`src/rtl/cwt_pkg.sv`:
```
package cwt_pkg;

    localparam int NUM_TIMERS = 4;
    localparam int ADDR_W = 8;
    localparam int DATA_W = 32;

    // Byte offsets of the register map; timer n sits at n * TIMER_STRIDE.
    localparam logic [7:0] TIMER_STRIDE = 8'h10;
    localparam logic [7:0] OFS_ON = 8'h00;
    localparam logic [7:0] OFS_OFF = 8'h04;
    localparam logic [7:0] OFS_MODE = 8'h08;
    localparam logic [7:0] OFS_STATUS = 8'h0c;
    localparam logic [7:0] OFS_CTRL = 8'h40;
    localparam logic [7:0] MAP_TIMER_END = 8'h40;

    // Field positions of the time-of-day registers.
    localparam int SEC_LSB = 0;
    localparam int MIN_LSB = 8;
    localparam int HOUR_LSB = 16;

    // Field positions of the status and control registers.
    localparam int STAT_OUT_BIT = 0;
    localparam int STAT_INUSE_BIT = 1;
    localparam int CTRL_RESTORED_BIT = 0;
    localparam int CTRL_PFAIL_BIT = 1;

    // Mode selector codes.
    localparam logic [3:0] MODE_OFF = 4'h0;
    localparam logic [3:0] MODE_DAILY = 4'h1;
    localparam logic [3:0] MODE_MON = 4'h2;
    localparam logic [3:0] MODE_SUN = 4'h8;
    localparam logic [3:0] MODE_WEEKDAYS = 4'h9;
    localparam logic [3:0] MODE_MON_SAT = 4'ha;
    localparam logic [3:0] MODE_WEEKEND = 4'hb;

    // Day-of-week codes, Monday first.
    localparam logic [2:0] DOW_MON = 3'h0;
    localparam logic [2:0] DOW_FRI = 3'h4;
    localparam logic [2:0] DOW_SAT = 3'h5;
    localparam logic [2:0] DOW_SUN = 3'h6;

    typedef struct packed {
        logic [4:0] hour;
        logic [5:0] minute;
        logic [5:0] second;
    } cwt_tod_t;

    typedef struct packed {
        cwt_tod_t tod;
        logic [2:0] dow;
    } cwt_cal_t;

    localparam cwt_tod_t TOD_RST = 17'h00000;

    typedef enum logic {CWT_RESTORE, CWT_RUN} cwt_phase_t;

    typedef struct packed {
        cwt_phase_t phase;
        cwt_tod_t [NUM_TIMERS-1:0] on_tod;
        cwt_tod_t [NUM_TIMERS-1:0] off_tod;
        logic [NUM_TIMERS-1:0][3:0] mode;
        logic [NUM_TIMERS-1:0] state;
        logic [NUM_TIMERS-1:0] tout;
        logic [5:0] prev_sec;
        logic [1:0] pf_sync;
        logic pf_seen;
        logic save_stb;
        logic [NUM_TIMERS-1:0] save_data;
        logic waitreq;
        logic [DATA_W-1:0] rdata;
    } cwt_state_t;

    localparam cwt_state_t STATE_RST = '{
        CWT_RESTORE, {NUM_TIMERS{TOD_RST}}, {NUM_TIMERS{TOD_RST}},
        {NUM_TIMERS{MODE_OFF}}, 4'h0, 4'h0, 6'h00, 2'h0, 1'b0, 1'b0,
        4'h0, 1'b1, 32'h00000000
    };

endpackage

```
`src/rtl/cwt_timers.sv`:
```
`timescale 1ns/1ps
`default_nettype none

module cwt_timers (
    input wire logic MCLK,
    input wire logic RST_N,
    input wire logic CE,
    input wire logic [cwt_pkg::ADDR_W-1:0] AVS_ADDRESS,
    input wire logic AVS_READ,
    input wire logic AVS_WRITE,
    input wire logic [cwt_pkg::DATA_W-1:0] AVS_WRITEDATA,
    output logic [cwt_pkg::DATA_W-1:0] AVS_READDATA,
    output logic AVS_WAITREQUEST,
    input wire cwt_pkg::cwt_cal_t CAL_TIME,
    input wire logic AUX_POWER_FAIL,
    input wire logic NV_LOAD_VALID,
    input wire logic [cwt_pkg::NUM_TIMERS-1:0] NV_LOAD_DATA,
    output logic NV_SAVE_STB,
    output logic [cwt_pkg::NUM_TIMERS-1:0] NV_SAVE_DATA,
    output logic [cwt_pkg::NUM_TIMERS-1:0] TIMER_OUT
);

    cwt_pkg::cwt_state_t q_r;
    cwt_pkg::cwt_state_t q_nxt;

    logic [cwt_pkg::NUM_TIMERS-1:0] day_on_ok;
    logic [cwt_pkg::NUM_TIMERS-1:0] day_off_ok;
    logic [cwt_pkg::NUM_TIMERS-1:0] in_use;
    logic [2:0] dow_prev;
    logic sec_tick;

    // Whether a mode selects a given day of the week.
    function automatic logic day_selected(
        input logic [3:0] mode,
        input logic [2:0] dow
    );
        logic sel;
        sel = 1'b0;
        case (mode)
            cwt_pkg::MODE_DAILY: begin
                sel = 1'b1;
            end
            cwt_pkg::MODE_WEEKDAYS: begin
                sel = (dow <= cwt_pkg::DOW_FRI);
            end
            cwt_pkg::MODE_MON_SAT: begin
                sel = (dow <= cwt_pkg::DOW_SAT);
            end
            cwt_pkg::MODE_WEEKEND: begin
                sel = (dow == cwt_pkg::DOW_SAT) ||
                      (dow == cwt_pkg::DOW_SUN);
            end
            default: begin
                if (mode >= cwt_pkg::MODE_MON &&
                    mode <= cwt_pkg::MODE_SUN) begin
                    sel = ((mode - cwt_pkg::MODE_MON) == {1'b0, dow});
                end
            end
        endcase
        return sel;
    endfunction

    // The calendar advances once a second; switching acts on that step.
    assign sec_tick = (CAL_TIME.tod.second != q_r.prev_sec);

    assign dow_prev = (CAL_TIME.dow == cwt_pkg::DOW_MON) ?
                      cwt_pkg::DOW_SUN : CAL_TIME.dow - 3'h1;

    genvar gi;
    generate
        for (gi = 0; gi < cwt_pkg::NUM_TIMERS; gi++) begin : g_day
            // Codes above the weekend mode are treated as disabled.
            assign in_use[gi] = (q_r.mode[gi] != cwt_pkg::MODE_OFF) &&
                                (q_r.mode[gi] <= cwt_pkg::MODE_WEEKEND);
            assign day_on_ok[gi] = day_selected(q_r.mode[gi], CAL_TIME.dow);
            // An off time earlier than the on time belongs to the next day.
            assign day_off_ok[gi] =
                (q_r.off_tod[gi] < q_r.on_tod[gi]) ?
                day_selected(q_r.mode[gi], dow_prev) :
                day_selected(q_r.mode[gi], CAL_TIME.dow);
        end
    endgenerate

    always_comb begin
        logic req;
        logic taken_wr;
        logic [3:0] idx;
        logic [3:0] reg_ofs;
        logic timer_hit;
        logic in_use_n;
        req = AVS_READ || AVS_WRITE;
        taken_wr = AVS_WRITE && !q_r.waitreq;
        idx = AVS_ADDRESS[7:4];
        reg_ofs = AVS_ADDRESS[3:0];
        timer_hit = (AVS_ADDRESS < cwt_pkg::MAP_TIMER_END);
        in_use_n = 1'b0;
        q_nxt = q_r;

        q_nxt.prev_sec = CAL_TIME.tod.second;

        // The first stage feeds only the second stage.
        q_nxt.pf_sync = {q_r.pf_sync[0], AUX_POWER_FAIL};

        // One wait state: requests are taken on the second edge.
        q_nxt.waitreq = !(req && q_r.waitreq);

        // Scheduled switching, only once the stored states are back.
        if (q_r.phase == cwt_pkg::CWT_RUN) begin
            for (int i = 0; i < cwt_pkg::NUM_TIMERS; i++) begin
                if (in_use[i] && sec_tick) begin
                    if (CAL_TIME.tod == q_r.on_tod[i] &&
                        day_on_ok[i]) begin
                        q_nxt.state[i] = 1'b1;
                    end
                    if (CAL_TIME.tod == q_r.off_tod[i] &&
                        day_off_ok[i]) begin
                        q_nxt.state[i] = 1'b0;
                    end
                end
            end
        end

        // Restore the saved states before any scheduled switching.
        case (q_r.phase)
            cwt_pkg::CWT_RESTORE: begin
                if (NV_LOAD_VALID) begin
                    q_nxt.state = NV_LOAD_DATA;
                    q_nxt.phase = cwt_pkg::CWT_RUN;
                end
            end
            cwt_pkg::CWT_RUN: begin
                q_nxt.phase = cwt_pkg::CWT_RUN;
            end
            default: begin
                q_nxt.phase = cwt_pkg::CWT_RESTORE;
            end
        endcase

        // Register writes take effect on the second edge, the one that takes the request.
        if (taken_wr && timer_hit) begin
            case (reg_ofs)
                cwt_pkg::OFS_ON[3:0]: begin
                    q_nxt.on_tod[idx[1:0]] = '{
                        AVS_WRITEDATA[cwt_pkg::HOUR_LSB +: 5],
                        AVS_WRITEDATA[cwt_pkg::MIN_LSB +: 6],
                        AVS_WRITEDATA[cwt_pkg::SEC_LSB +: 6]};
                end
                cwt_pkg::OFS_OFF[3:0]: begin
                    q_nxt.off_tod[idx[1:0]] = '{
                        AVS_WRITEDATA[cwt_pkg::HOUR_LSB +: 5],
                        AVS_WRITEDATA[cwt_pkg::MIN_LSB +: 6],
                        AVS_WRITEDATA[cwt_pkg::SEC_LSB +: 6]};
                end
                cwt_pkg::OFS_MODE[3:0]: begin
                    q_nxt.mode[idx[1:0]] = AVS_WRITEDATA[3:0];
                end
                cwt_pkg::OFS_STATUS[3:0]: begin
                    // A status write forces the output of a timer in use, with no extra flag.
                    if (in_use[idx[1:0]]) begin
                        q_nxt.state[idx[1:0]] =
                            AVS_WRITEDATA[cwt_pkg::STAT_OUT_BIT];
                    end
                end
                default: begin
                    q_nxt.state = q_nxt.state;
                end
            endcase
        end

        // Outputs follow the state only while the timer is in use.
        for (int i = 0; i < cwt_pkg::NUM_TIMERS; i++) begin
            in_use_n = (q_nxt.mode[i] != cwt_pkg::MODE_OFF) &&
                       (q_nxt.mode[i] <= cwt_pkg::MODE_WEEKEND);
            q_nxt.tout[i] = q_nxt.state[i] && in_use_n;
        end

        // Save every state once per power-fail assertion.
        q_nxt.save_stb = 1'b0;
        q_nxt.pf_seen = q_r.pf_sync[1];
        if (q_r.pf_sync[1] && !q_r.pf_seen) begin
            q_nxt.save_stb = 1'b1;
            q_nxt.save_data = q_r.state;
        end

        // Read data is ready by the edge on which the read is taken.
        if (AVS_READ && q_r.waitreq) begin
            q_nxt.rdata = 32'h00000000;
            if (timer_hit) begin
                case (reg_ofs)
                    cwt_pkg::OFS_ON[3:0]: begin
                        q_nxt.rdata[cwt_pkg::HOUR_LSB +: 5] =
                            q_r.on_tod[idx[1:0]].hour;
                        q_nxt.rdata[cwt_pkg::MIN_LSB +: 6] =
                            q_r.on_tod[idx[1:0]].minute;
                        q_nxt.rdata[cwt_pkg::SEC_LSB +: 6] =
                            q_r.on_tod[idx[1:0]].second;
                    end
                    cwt_pkg::OFS_OFF[3:0]: begin
                        q_nxt.rdata[cwt_pkg::HOUR_LSB +: 5] =
                            q_r.off_tod[idx[1:0]].hour;
                        q_nxt.rdata[cwt_pkg::MIN_LSB +: 6] =
                            q_r.off_tod[idx[1:0]].minute;
                        q_nxt.rdata[cwt_pkg::SEC_LSB +: 6] =
                            q_r.off_tod[idx[1:0]].second;
                    end
                    cwt_pkg::OFS_MODE[3:0]: begin
                        q_nxt.rdata[3:0] = q_r.mode[idx[1:0]];
                    end
                    cwt_pkg::OFS_STATUS[3:0]: begin
                        q_nxt.rdata[cwt_pkg::STAT_INUSE_BIT] =
                            in_use[idx[1:0]];
                        q_nxt.rdata[cwt_pkg::STAT_OUT_BIT] =
                            q_r.tout[idx[1:0]];
                    end
                    default: begin
                        q_nxt.rdata = 32'h00000000;
                    end
                endcase
            end else if (AVS_ADDRESS == cwt_pkg::OFS_CTRL) begin
                q_nxt.rdata[cwt_pkg::CTRL_RESTORED_BIT] =
                    (q_r.phase == cwt_pkg::CWT_RUN);
                q_nxt.rdata[cwt_pkg::CTRL_PFAIL_BIT] = q_r.pf_sync[1];
            end
        end
    end

    always_ff @(posedge MCLK) begin
        if (!RST_N) begin
            q_r <= cwt_pkg::STATE_RST;
        end else if (CE) begin
            q_r <= q_nxt;
        end
    end

    assign AVS_READDATA = q_r.rdata;
    assign AVS_WAITREQUEST = q_r.waitreq;
    assign NV_SAVE_STB = q_r.save_stb;
    assign NV_SAVE_DATA = q_r.save_data;
    assign TIMER_OUT = q_r.tout;

endmodule

`default_nettype wire

```
`config.mk`:
```
export PLATFORM = sky130hd
export DESIGN_NAME = cwt_timers
export DESIGN_NICKNAME = d
export VERILOG_FILES = /design/src/rtl/cwt_pkg.sv /design/src/rtl/cwt_timers.sv
export SDC_FILE = /design/constraint.sdc
export NUM_CORES = 1
export LEC_CHECK = 0
export BUFFER_PORTS_ARGS = -buffer_cell sky130_fd_sc_hd__buf_4
export CAP_MARGIN = 20
export CELL_PAD_IN_SITES_DETAIL_PLACEMENT = 0
export CELL_PAD_IN_SITES_GLOBAL_PLACEMENT = 1
export CORE_MARGIN = 1.5
export CORE_UTILIZATION = 46
export CTS_BUF_LIST = sky130_fd_sc_hd__clkbuf_16
export DETAILED_ROUTE_END_ITERATION = 10
export GPL_TIMING_DRIVEN = 0
export PLACE_DENSITY_LB_ADDON = 0.15
export SETUP_SLACK_MARGIN = 0.02
export SYNTH_ARGS = -nofsm -noshare
export SYNTH_HDL_FRONTEND = slang
export SYNTH_SLANG_ARGS = --single-unit
```
`constraint.sdc`:
```
create_clock -name MCLK -period 4.2 [get_ports MCLK]
set_input_delay 1.26 -clock MCLK [delete_from_list [all_inputs] [get_ports MCLK]]
set_output_delay 1.26 -clock MCLK [all_outputs]
set_load 0.005 [all_outputs]
```
## Word-level counts from Yosys, hierarchy flattened

Index checks and enable logic that the tools add are counted.

| word-level totals | value |
|---|---|
| logic and storage cells | 237 |
| register bits after elaboration | 208 |
| output and inout port bits | 42 |
| input port bits | 71 |

| cells by class | value |
|---|---|
| equality and inequality tests | 41 |
| magnitude comparators | 27 |
| multiplexer cells | 71 |
| bitwise gates (word level) | 1 |
| reduce and logical (&&, ||, !) cells | 54 |
| $add $sub $neg | 5 |

Operator list:

| kind | number |
|---|---|
| bitwise mux 68 bit | 2 |
| equality test 17 bit | 8 |
| binary-select mux 17 bit (select 2 bit) | 2 |
| < comparator 17 bit | 4 |
| equality test 4 bit (second input constant) | 14 |
| two-way mux 17 bit | 3 |
| <= comparator 4 bit (second input constant) | 12 |
| demux 17 bit (select 2 bit) | 1 |
| logical AND 1 bit | 34 |
| equality test 4 x 3 -> 1 bit | 8 |
| case mux 1 bit (4 select lines) | 8 |
| nonzero test 4 bit | 8 |
| two-way mux 1 bit | 28 |
| two-way mux 4 bit | 7 |
| two-way mux 20 bit | 1 |
| two-way mux 19 bit | 1 |
| bitwise mux 16 bit | 1 |
| equality test 4 x 1 -> 1 bit (second input constant) | 4 |
| greater-or-equal comparator 4 x 2 -> 1 bit (second input constant) | 4 |
| two-way mux 16 bit | 1 |
| subtractor 4 x 2 -> 4 bit (second input constant) | 4 |
| equality test 3 bit (second input constant) | 4 |
| <= comparator 3 bit (second input constant) | 4 |
| case mux 6 bit (2 select lines) | 1 |
| 27 further kinds | 35 |

## Depth between registers and ports, before layout

Gate-level depths: netlist of run 1.

| logic depth | value |
|---|---|
| depth after elaboration | 19 |
| mapped depth | 11 |
| mapped depth without buffers | 9 |

## Worst setup path after synthesis of run 1

Ideal clock, no wire load.

| timing | value |
|---|---|
| kind | input to register |
| start point | in CAL_TIME[1] (netlist name) |
| end point | reg q_r (netlist bit TIMER_OUT[3]) |
| stages | 11 |
| setup time | 0.117 ns |
| setup slack | 0.624 ns |
| data required time | 4.083 ns |
| arrival time | 3.459 ns |
| cell sequence | clkbuf_1 > inv_1 > ha_1 > buf_2 > nand2b_1 > a211o_1 > a32oi_1 > o2111ai_1 > or4b_1 > nand4_1 > nand2_1 |

| on the way | value |
|---|---|
| longest elaborated chain between the ends | 17 |
| elaborated cells on any way between the ends | 33 |
| those cells by class | add/sub: 1; order compare: 4; eq/ne: 6; mux: 16; reduce/logical: 6 |

RTL lines:

| element | RTL line | RTL |
|---|---|---|
| start: declaration | cwt_timers.sv:14 | `input wire cwt_pkg::cwt_cal_t CAL_TIME,` |
| subtractor 3 x 1 -> 3 bit or logical NOT 3 bit (tied branches) | cwt_timers.sv:67, cwt_timers.sv:66 |  |
| two-way mux 3 bit | cwt_timers.sv:66 | `assign dow_prev = (CAL_TIME.dow == cwt_pkg::DOW_MON) ?` |
| equality test 4 x 3 -> 1 bit (tied with other cells) | cwt_timers.sv:56 | `sel = ((mode - cwt_pkg::MODE_MON) == {1'b0, dow});` |
| two-way mux 1 bit or logical OR 1 bit (tied branches) | cwt_timers.sv:54, cwt_timers.sv:50 |  |
| case mux 1 bit (4 select lines) | cwt_timers.sv:39 | `case (mode)` |
| two-way mux 1 bit | cwt_timers.sv:78 | `(q_r.off_tod[gi] < q_r.on_tod[gi]) ?` |
| logical AND 1 bit | cwt_timers.sv:115 | `if (CAL_TIME.tod == q_r.off_tod[i] &&` |
| two-way mux 1 bit * | cwt_timers.sv:115 |  |
| two-way mux 1 bit * | cwt_timers.sv:110 | `if (in_use[i] && sec_tick) begin` |
| two-way mux 4 bit * | cwt_timers.sv:108 | `if (q_r.phase == cwt_pkg::CWT_RUN) begin` |
| two-way mux 4 bit | cwt_timers.sv:126 | `if (NV_LOAD_VALID) begin` |
| two-way mux 4 bit * | cwt_timers.sv:124 | `case (q_r.phase)` |
| bitwise mux 4 bit | cwt_timers.sv:160 | `q_nxt.state[idx[1:0]] =` |
| two-way mux 4 bit | cwt_timers.sv:159 | `if (in_use[idx[1:0]]) begin` |
| two-way mux 4 bit | cwt_timers.sv:141 | `case (reg_ofs)` |
| two-way mux 20 bit * | cwt_timers.sv:140 | `if (taken_wr && timer_hit) begin` |
| logical AND 1 bit * | cwt_timers.sv:174 | `q_nxt.tout[i] = q_nxt.state[i] && in_use_n;` |
| end signal: assignment | cwt_timers.sv:229 | `q_r <= cwt_pkg::STATE_RST;` |
| end signal: assignment | cwt_timers.sv:231 | `q_r <= q_nxt;` |
| end: declaration | cwt_timers.sv:23 | `cwt_pkg::cwt_state_t q_r;` |

Every way passes the cells marked *; elsewhere a longest branch is shown, timed or not.
A chain may end at the register's enable or synchronous reset.

## Worst setup path after layout of run 1

| timing | value |
|---|---|
| start point | in CAL_TIME[0] (netlist name) |
| end point | reg q_r[53] (netlist name) |

| on the way | value |
|---|---|
| longest elaborated chain between the ends | 16 |
| elaborated cells on any way between the ends | 32 |
| those cells by class | add/sub: 1; order compare: 4; eq/ne: 6; mux: 16; reduce/logical: 5 |

RTL lines:

| element | RTL line |
|---|---|
| subtractor 3 x 1 -> 3 bit or logical NOT 3 bit (tied branches) | cwt_timers.sv:67, cwt_timers.sv:66 |
| two-way mux 3 bit | cwt_timers.sv:66 |
| equality test 4 x 3 -> 1 bit (tied with other cells) | cwt_timers.sv:56 |
| two-way mux 1 bit or logical OR 1 bit (tied branches) | cwt_timers.sv:54, cwt_timers.sv:50 |
| case mux 1 bit (4 select lines) | cwt_timers.sv:39 |
| two-way mux 1 bit | cwt_timers.sv:78 |
| logical AND 1 bit | cwt_timers.sv:115 |
| two-way mux 1 bit * | cwt_timers.sv:115 |
| two-way mux 1 bit * | cwt_timers.sv:110 |
| two-way mux 4 bit * | cwt_timers.sv:108 |
| two-way mux 4 bit | cwt_timers.sv:126 |
| two-way mux 4 bit * | cwt_timers.sv:124 |
| bitwise mux 4 bit | cwt_timers.sv:160 |
| two-way mux 4 bit | cwt_timers.sv:159 |
| two-way mux 4 bit | cwt_timers.sv:141 |
| two-way mux 20 bit * | cwt_timers.sv:140 |

Marks and branches as above.

==> reports/qor.txt, run 1 <==
Sequential element share of the synthesized area: 28.63%
Delay-heaviest family, CP: compound AO/OA/AOI/OAI gates
Core Area: 28780 um^2
Place WS: -0.4427 ns
Total gr overflow: 0
Max-capacitance violation count: 0
Final Max Tran Viols: 0
RSZ-0062 raised after global routing: false
Area contributors post-synth: dfxtp_1 (29%), nand2_1 (9.1%), ha_1 (7.0%), mux4_2 (6.7%), a21oi_1 (6.5%)
I/O Buffers: 50
Post-route cell area: 15020 um^2
Net Switching: 1.207 mW
CP peak stage delay: 0.50 ns
GRT Overall Usage: 33.22%
Ratio of cells with drive above 1 in the final layout: 13.51%
Crit Path Category: in2reg
Setup violations, final: 0
Antenna cells: 0
Clock Path Buffers: 2
Avg WL per Cell: 23.40 um
Actual slew at the worst max-slew pin: 1.140 ns
Data arrival, critical path: 4.23 ns
Layout Nets: 1910
P&R area growth vs syn: 11.28%
Post-CTS setup buffers: 0
Fin crit share: 92.94%
Mean Syn Cell Area: 8.032 um^2
DRC errors left: 0
Std cell rows: 62
Reg power frac: 45.7%
First-pass GRT wire length: 74.49 mm
Via count: 12660
Initial detailed-routing violation count: 1424
Number of buffers inserted by hold repair at cts: 0
CTS Buf Count: 17
FILL cells: 2894
Maximum VDD drop: 244.1 uV
Die Footprint: 30370 um^2
Skew final: 0.02012 ns
H-tree levels: 4
Overall Power: 4.043 mW
Synth area leader: dfxtp_1
Initial core utilization: 46.89%
DP Area: 14410 um^2
Status: finished clean
Detail Placement HPWL: 40.53 mm
Cell Pwr Density: 269.2 nW/um^2
Worst-Skew Late Latency: 0.47 ns
Setup_tns: 0 ns
Synth Warn #: 0
Clock Sinks: 193
Clock transition at the registers of the reported paths: 0.09 ns
Initial antenna violation count: 0
CTS tree: yes
Power share of the combinational group: 11.0%
CP most frequent cell: buf_2
Pre-antenna DRT Iters: 6
Hold Crit Class: reg2reg
Final Hold Slack: 0.4914 ns
Avg Vias per Cell: 5.862
Slowest-stage cell, CP: a311oi_2
Share of power burned in the clock network: 43.4%
Total Routed Length: 50.54 mm
EDFF count, synth: 0
Asr flop ratio synth: 0%
Largest net degree at the start of global routing: 20
ANT nets after route: 0
Chip Width: 174.3 um
CP cell instances: buf_4 -> buf_2 -> inv_1 -> ha_1 -> buf_2 -> xnor2_1 -> o21ai_1 -> mux2i_1 -> a311oi_2 -> nand4_1 -> a2111oi_2 -> o22ai_1
CP Capture Type: register
Post-synth top area share: 28.63%
DIE HEIGHT: 174.3 um
Cells after synthesis: 1680
Crit path time final: 3.903 ns
Startpoint types: input port
Netlist cell types: 85
Placer congestion estimate: 0.9869
P_leak: 5.660 nW
Vias in the first global route: 11680
Net Sw Frac: 29.85%
Worst slew margin: 23.82%
Clock root buffer master: clkbuf_16
Max Freq: 256.2 MHz
Total I/O pin count: 113
Worst Path Buf+Inv: 4
Min setup slack post-route: 0.2965 ns
Internal power: 2.836 mW
Cell area after synthesis: 13490 um^2
CP Data Required Time: 4.53 ns
Fin. Hold Viols: 0
Crit Path Max Fanout: 10
Number of synthesized register bits: 193
Most used flip-flop cell after synthesis: dfxtp_1
==> sequential cells by signal (all words and copies together) (netlist names) <==
name,cells
q_r,164
NV_SAVE_STB,1
TIMER_OUT,4
q_nxt,2
AVS_READDATA,17
AVS_WAITREQUEST,1
NV_SAVE_DATA,4
==> through the flow <==
| stage | instances | util [%] |
|---|---|---|
| floorplan | 1694 | - |
| global placement | 2128 | 50.04 |
| detailed placement | 2129 | 50.06 |
| CTS | 2161 | 52.17 |
| global route | 2160 | 52.18 |
| finish | 2160 | 52.18 |
==> Yosys cell counts (26+ instances only) <==
cell type	instances
a21oi_1	176
buf_2	35
buf_4	54
clkbuf_1	61
dfxtp_1	193
ha_1	76
inv_1	104
mux2i_1	43
mux4_2	40
nand2_1	327
nand3_1	26
nand4_1	28
nor2_1	83
xnor2_1	76
xor2_1	84
==> final cells by class <==
cell class,count,area [um^2],share of cell area (%)
inverters,109,409.1,2.725
well taps,384,480.5,3.199
multi-input cells,1236,8431,56.14
plain buffers,155,850.8,5.666
flip-flops and latches,193,3864,25.73
repair buffers,51,380.4,2.533
clock inverters,15,176.4,1.175
clock buffers,17,425.4,2.833
==> tightest hold or removal path, delay by kind of cell (launching register included) <==
family,cells,cell delay [ns]
compound gates,1,0.06
flops,1,0.33
simple gates,1,0.07
==> cell usage in the layout, fill, tap and decap left out, types with 60 or more instances in the layout <==
| cell type | synthesis | routed |
|---|---|---|
| buf_4 | 54 | 104 |
| nand2_1 | 327 | 327 |
| xor2_1 | 84 | 84 |
| nor2_1 | 83 | 83 |
| a21oi_1 | 176 | 176 |
| dfxtp_1 | 193 | 193 |
| inv_1 | 104 | 105 |
| clkbuf_1 | 61 | 60 |
| ha_1 | 76 | 76 |
| xnor2_1 | 76 | 76 |
==> power by group through the flow <==
stage,Combinational (mW),Clock [mW],Sequential (mW)
CTS,0.435,1.76,1.85
finish,0.444,1.75,1.85
floorplan,0.281,0,1.88
global route,0.467,1.82,1.85
detailed placement,0.433,0,1.89
global placement,0.430,0,1.89
==> path summary, 6_finish.rpt <==
kind / cells past startpoint / start / slack (ns) / to
worst min register to register: 2 / NV_SAVE_STB / 0.49 / NV_SAVE_STB
worst min-delay path: 2 / NV_SAVE_STB / 0.49 / NV_SAVE_STB
worst max register to register: 10 / q_r[69] / 0.86 / q_r[54]
worst max-delay path: 12 / CAL_TIME[0] / 0.30 / q_r[53]
==> what timing repair did <==
| item | 4_1_cts | 5_1_grt |
|---|---|---|
| pin swaps | 0 | 0 |
| gates resized for setup | 1 | 1 |
| setup endpoints to repair | 1 | 2 |
==> routing by layer <==
metal,vias to the layer above,GRT usage [%],part of all wire [%]
li1,5890,-,-
met1,6060,48.49,45
met2,624,49.27,42
met3,87,4.812,9.2
met4,0,12.50,3.5
met5,-,0,0
==> cells by family after synthesis <==
group	count (synthesis)	share of synthesized area [%]
fa+ha+maj	76	7.047
mux	84	9.949
buf+inv	265	9.365
xor+xnor	160	10.38
flops	193	28.63
simple gates	579	19.56
compound gates	322	15.04
other cells	1	0.02779
No activity file was read; power rests on OpenSTA's default activity.
==> inputs of run 2 (changes only) <==
--- a/config.mk
+++ b/config.mk
@@ -15,6 +15,7 @@
 export DETAILED_ROUTE_END_ITERATION = 10
 export GPL_TIMING_DRIVEN = 0
 export PLACE_DENSITY_LB_ADDON = 0.15
+export REMOVE_ABC_BUFFERS = 1
 export SETUP_SLACK_MARGIN = 0.02
 export SYNTH_ARGS = -nofsm -noshare
 export SYNTH_HDL_FRONTEND = slang
==> run 2 against run 1 <==
Effect of this change:
- maximum frequency decreased by 1.0%
- clock skew decreased by 0.011 ns
- core utilization is 1.9 points lower
- design area fell by 3.5%
==> reports/qor.txt, run 2 (synthesis results as in run 1) <==
Total Routed Length: 47.98 mm (-5.1%)
Worst R2R Start: q_r[149]
Clock Sinks: 193 (unchanged)
Setup_tns: 0 ns (unchanged)
Post-layout util: 50.33% (-1.9 points)
FF-to-FF path depth: 9 (-1)
Total gr overflow: 0 (unchanged)
Actual slew at the worst max-slew pin: 1.143 ns (+0.002865 ns)
Fin. Hold Viols: 0 (unchanged)
Register-to-register setup slack: 0.51 ns (-0.35 ns)
Worst slew margin: 23.74% (-0.081 points)
CP cell instances: buf_4 -> inv_1 -> ha_1 -> xnor2_1 -> o21ai_1 -> mux2i_1 -> a311oi_1 -> nand4_1 -> a2111oi_1 -> o22ai_1
Setup violations, final: 0 (unchanged)
Largest net degree at the start of global routing: 100 (+400%)
Final Max Tran Viols: 0 (unchanged)
Placer congestion estimate: 0.9607 (-2.7%)
Most common cell after layout, fill and taps aside: nand2_1
Startpoint types: input port
CP Depth: 10 (-2)
P_leak: 5.307 nW (-6.2%)
Initial detailed-routing violation count: 1174 (-18%)
DIE HEIGHT: 174.3 um (unchanged)
Max FFs per register: 164 (unchanged)
Crit Path Max Fanout: 15 (+5)
Vias in the first global route: 11070 (-5.2%)
H-tree levels: 4 (unchanged)
Detail Placement HPWL: 34.29 mm (-15%)
Post-CTS sizing: 0 (-1)
Clock Path Buffers: 2 (unchanged)
Fin crit share: 93.92% (+0.98 points)
Crit Path Category: in2reg
Delay-heaviest family, CP: compound AO/OA/AOI/OAI gates
Commonest cells after routing, fill and taps aside: nand2_1 (327), dfxtp_1 (193), a21oi_1 (176)
Maximum VDD drop: 201.0 uV (-18%)
Number of buffers inserted by hold repair at cts: 0 (unchanged)
Data arrival, critical path: 4.26 ns (+0.03 ns)
Initial antenna violation count: 1 (+1)
Worst-Skew Late Latency: 0.46 ns (about the same)
Core Area: 28780 um^2 (unchanged)
CP Data Required Time: 4.51 ns (-0.02 ns)
Layout Nets: 1795 (-6.0%)
Avg Vias per Cell: 5.901 (+0.67%)
GRT Overall Usage: 31.71% (-1.5 points)
Chip Width: 174.3 um (unchanged)
Ratio of cells with drive above 1 in the final layout: 11.14% (-2.4 points)
ANT nets after route: 0 (unchanged)
Std cell rows: 62 (unchanged)
RSZ-0062 raised after global routing: false
CP peak stage delay: 0.68 ns (+0.18 ns)
Die Footprint: 30370 um^2 (unchanged)
Cell Pwr Density: 263.9 nW/um^2 (-2.0%)
CTS Buf Count: 17 (unchanged)
CP endpoint: q_r[53]
Worst Path Buf+Inv: 2 (-2)
Pre-antenna DRT Iters: 6 (unchanged)
Antenna cells: 0 (unchanged)
CTS tree: yes
Largest Register: q_r
First-pass GRT wire length: 71.63 mm (-3.8%)
CP Capture Type: register
Clock root buffer master: clkbuf_16
CP startpoint: CAL_TIME[0]
Skew final: 0.009327 ns (-0.01079 ns)
Total I/O pin count: 113 (unchanged)
Avg WL per Cell: 23.46 um (+0.26%)
Via count: 12070 (-4.7%)
FILL cells: 2858 (-1.2%)
Max-capacitance violation count: 0 (unchanged)
Initial core utilization: 46.89% (unchanged)
Slowest-stage cell, CP: a2111oi_1
Status: finished clean
Worst r2r dst: TIMER_OUT[0]
P&R area growth vs syn: 7.334%
Clock transition at the registers of the reported paths: 0.08 ns (about the same)
I/O Buffers: 82 (+64%)
Max Freq: 253.5 MHz (-1.0%)
DRC errors left: 0 (unchanged)
Hold Crit Class: reg2reg
Crit path time final: 3.945 ns (+0.04119 ns)
Post-CTS setup buffers: 0 (unchanged)
## run 2: cell types whose count changed in the layout (fill, tap and decap cells not counted), moves of 3 or more
| cell | before | now |
|---|---|---|
| buf_1 | 3 | 0 |
| buf_16 | 0 | 3 |
| buf_2 | 36 | 0 |
| buf_4 | 104 | 85 |
| buf_6 | 3 | 0 |
| buf_8 | 0 | 3 |
| clkbuf_1 | 60 | 0 |
| clkinv_8 | 4 | 0 |
| clkinvlp_4 | 0 | 3 |
## run 2: final cells by class
class	instances	area [um^2]	share of cell area (%)
Multi-Input combinational cell	1236	8424	58.16
Timing Repair Buffer	91	765.7	5.287
Tap cell	384	480.5	3.317
Clock inverter	15	110.1	0.7602
Inverter	109	414.1	2.859
Clock buffer	17	425.4	2.937
Sequential cell	193	3864	26.68
## run 2: worst min path at each step
stage                startpoint     endpoint  slack, ns  depth (start not counted)
floorplan               q_r[51]      q_r[51]       0.44                          2
global placement    NV_SAVE_STB  NV_SAVE_STB       0.46                          2
detailed placement  NV_SAVE_STB  NV_SAVE_STB       0.46                          2
CTS                 NV_SAVE_STB  NV_SAVE_STB       0.47                          2
global route        NV_SAVE_STB  NV_SAVE_STB       0.49                          2
finish              NV_SAVE_STB  NV_SAVE_STB       0.47                          2
## run 2: through the flow
| stage | worst slack [ns] | total power [mW] | std cells | hold WS (ns) | cell area, um^2 |
|---|---|---|---|---|---|
| 2_1_floorplan | 0.8473 | 2.069 | 1538 | 0.4357 | 12690 |
| 3_3_place_gp | -1.381 | 2.283 | 2004 | 0.4552 | 13790 |
| 4_1_cts | 0.07290 | 3.844 | 2042 | 0.4704 | 14440 |
| 3_5_place_dp | -0.4214 | 2.290 | 2010 | 0.4583 | 13910 |
| 6_report | 0.2553 | 3.822 | 2045 | 0.4674 | 14480 |
| 5_1_grt | 0.1376 | 3.945 | 2045 | 0.4895 | 14480 |
## run 2: per-layer routing
layer	wire [um]	vias up	track usage [%]	share of wire, %
met5	13	-	0	0.027
met4	1861	2	13.72	3.9
met3	3545	97	4.812	7.4
met2	21400	500	49.34	45
met1	21160	5817	43.57	44
li1	-	5651	-	-
## run 2: power by group
part / internal, mW / switching [mW] / leakage (nW) / total [mW]
logic: 0.139 / 0.269 / 3.49 / 0.408
clock network: 0.764 / 0.805 / 0.260 / 1.57
registers: 1.84 / 0.00849 / 1.56 / 1.84
## run 2: worst register-to-register path: stages (launching register included)
cell	delay, ns
dfxtp_1	0.42
inv_1	0.07
ha_1	0.31
a2111oi_0	0.83
o221a_2	0.34
o31ai_1	0.16
a21oi_1	0.58
nor4bb_1	0.49
o2111a_1	0.31
o31ai_1	0.08
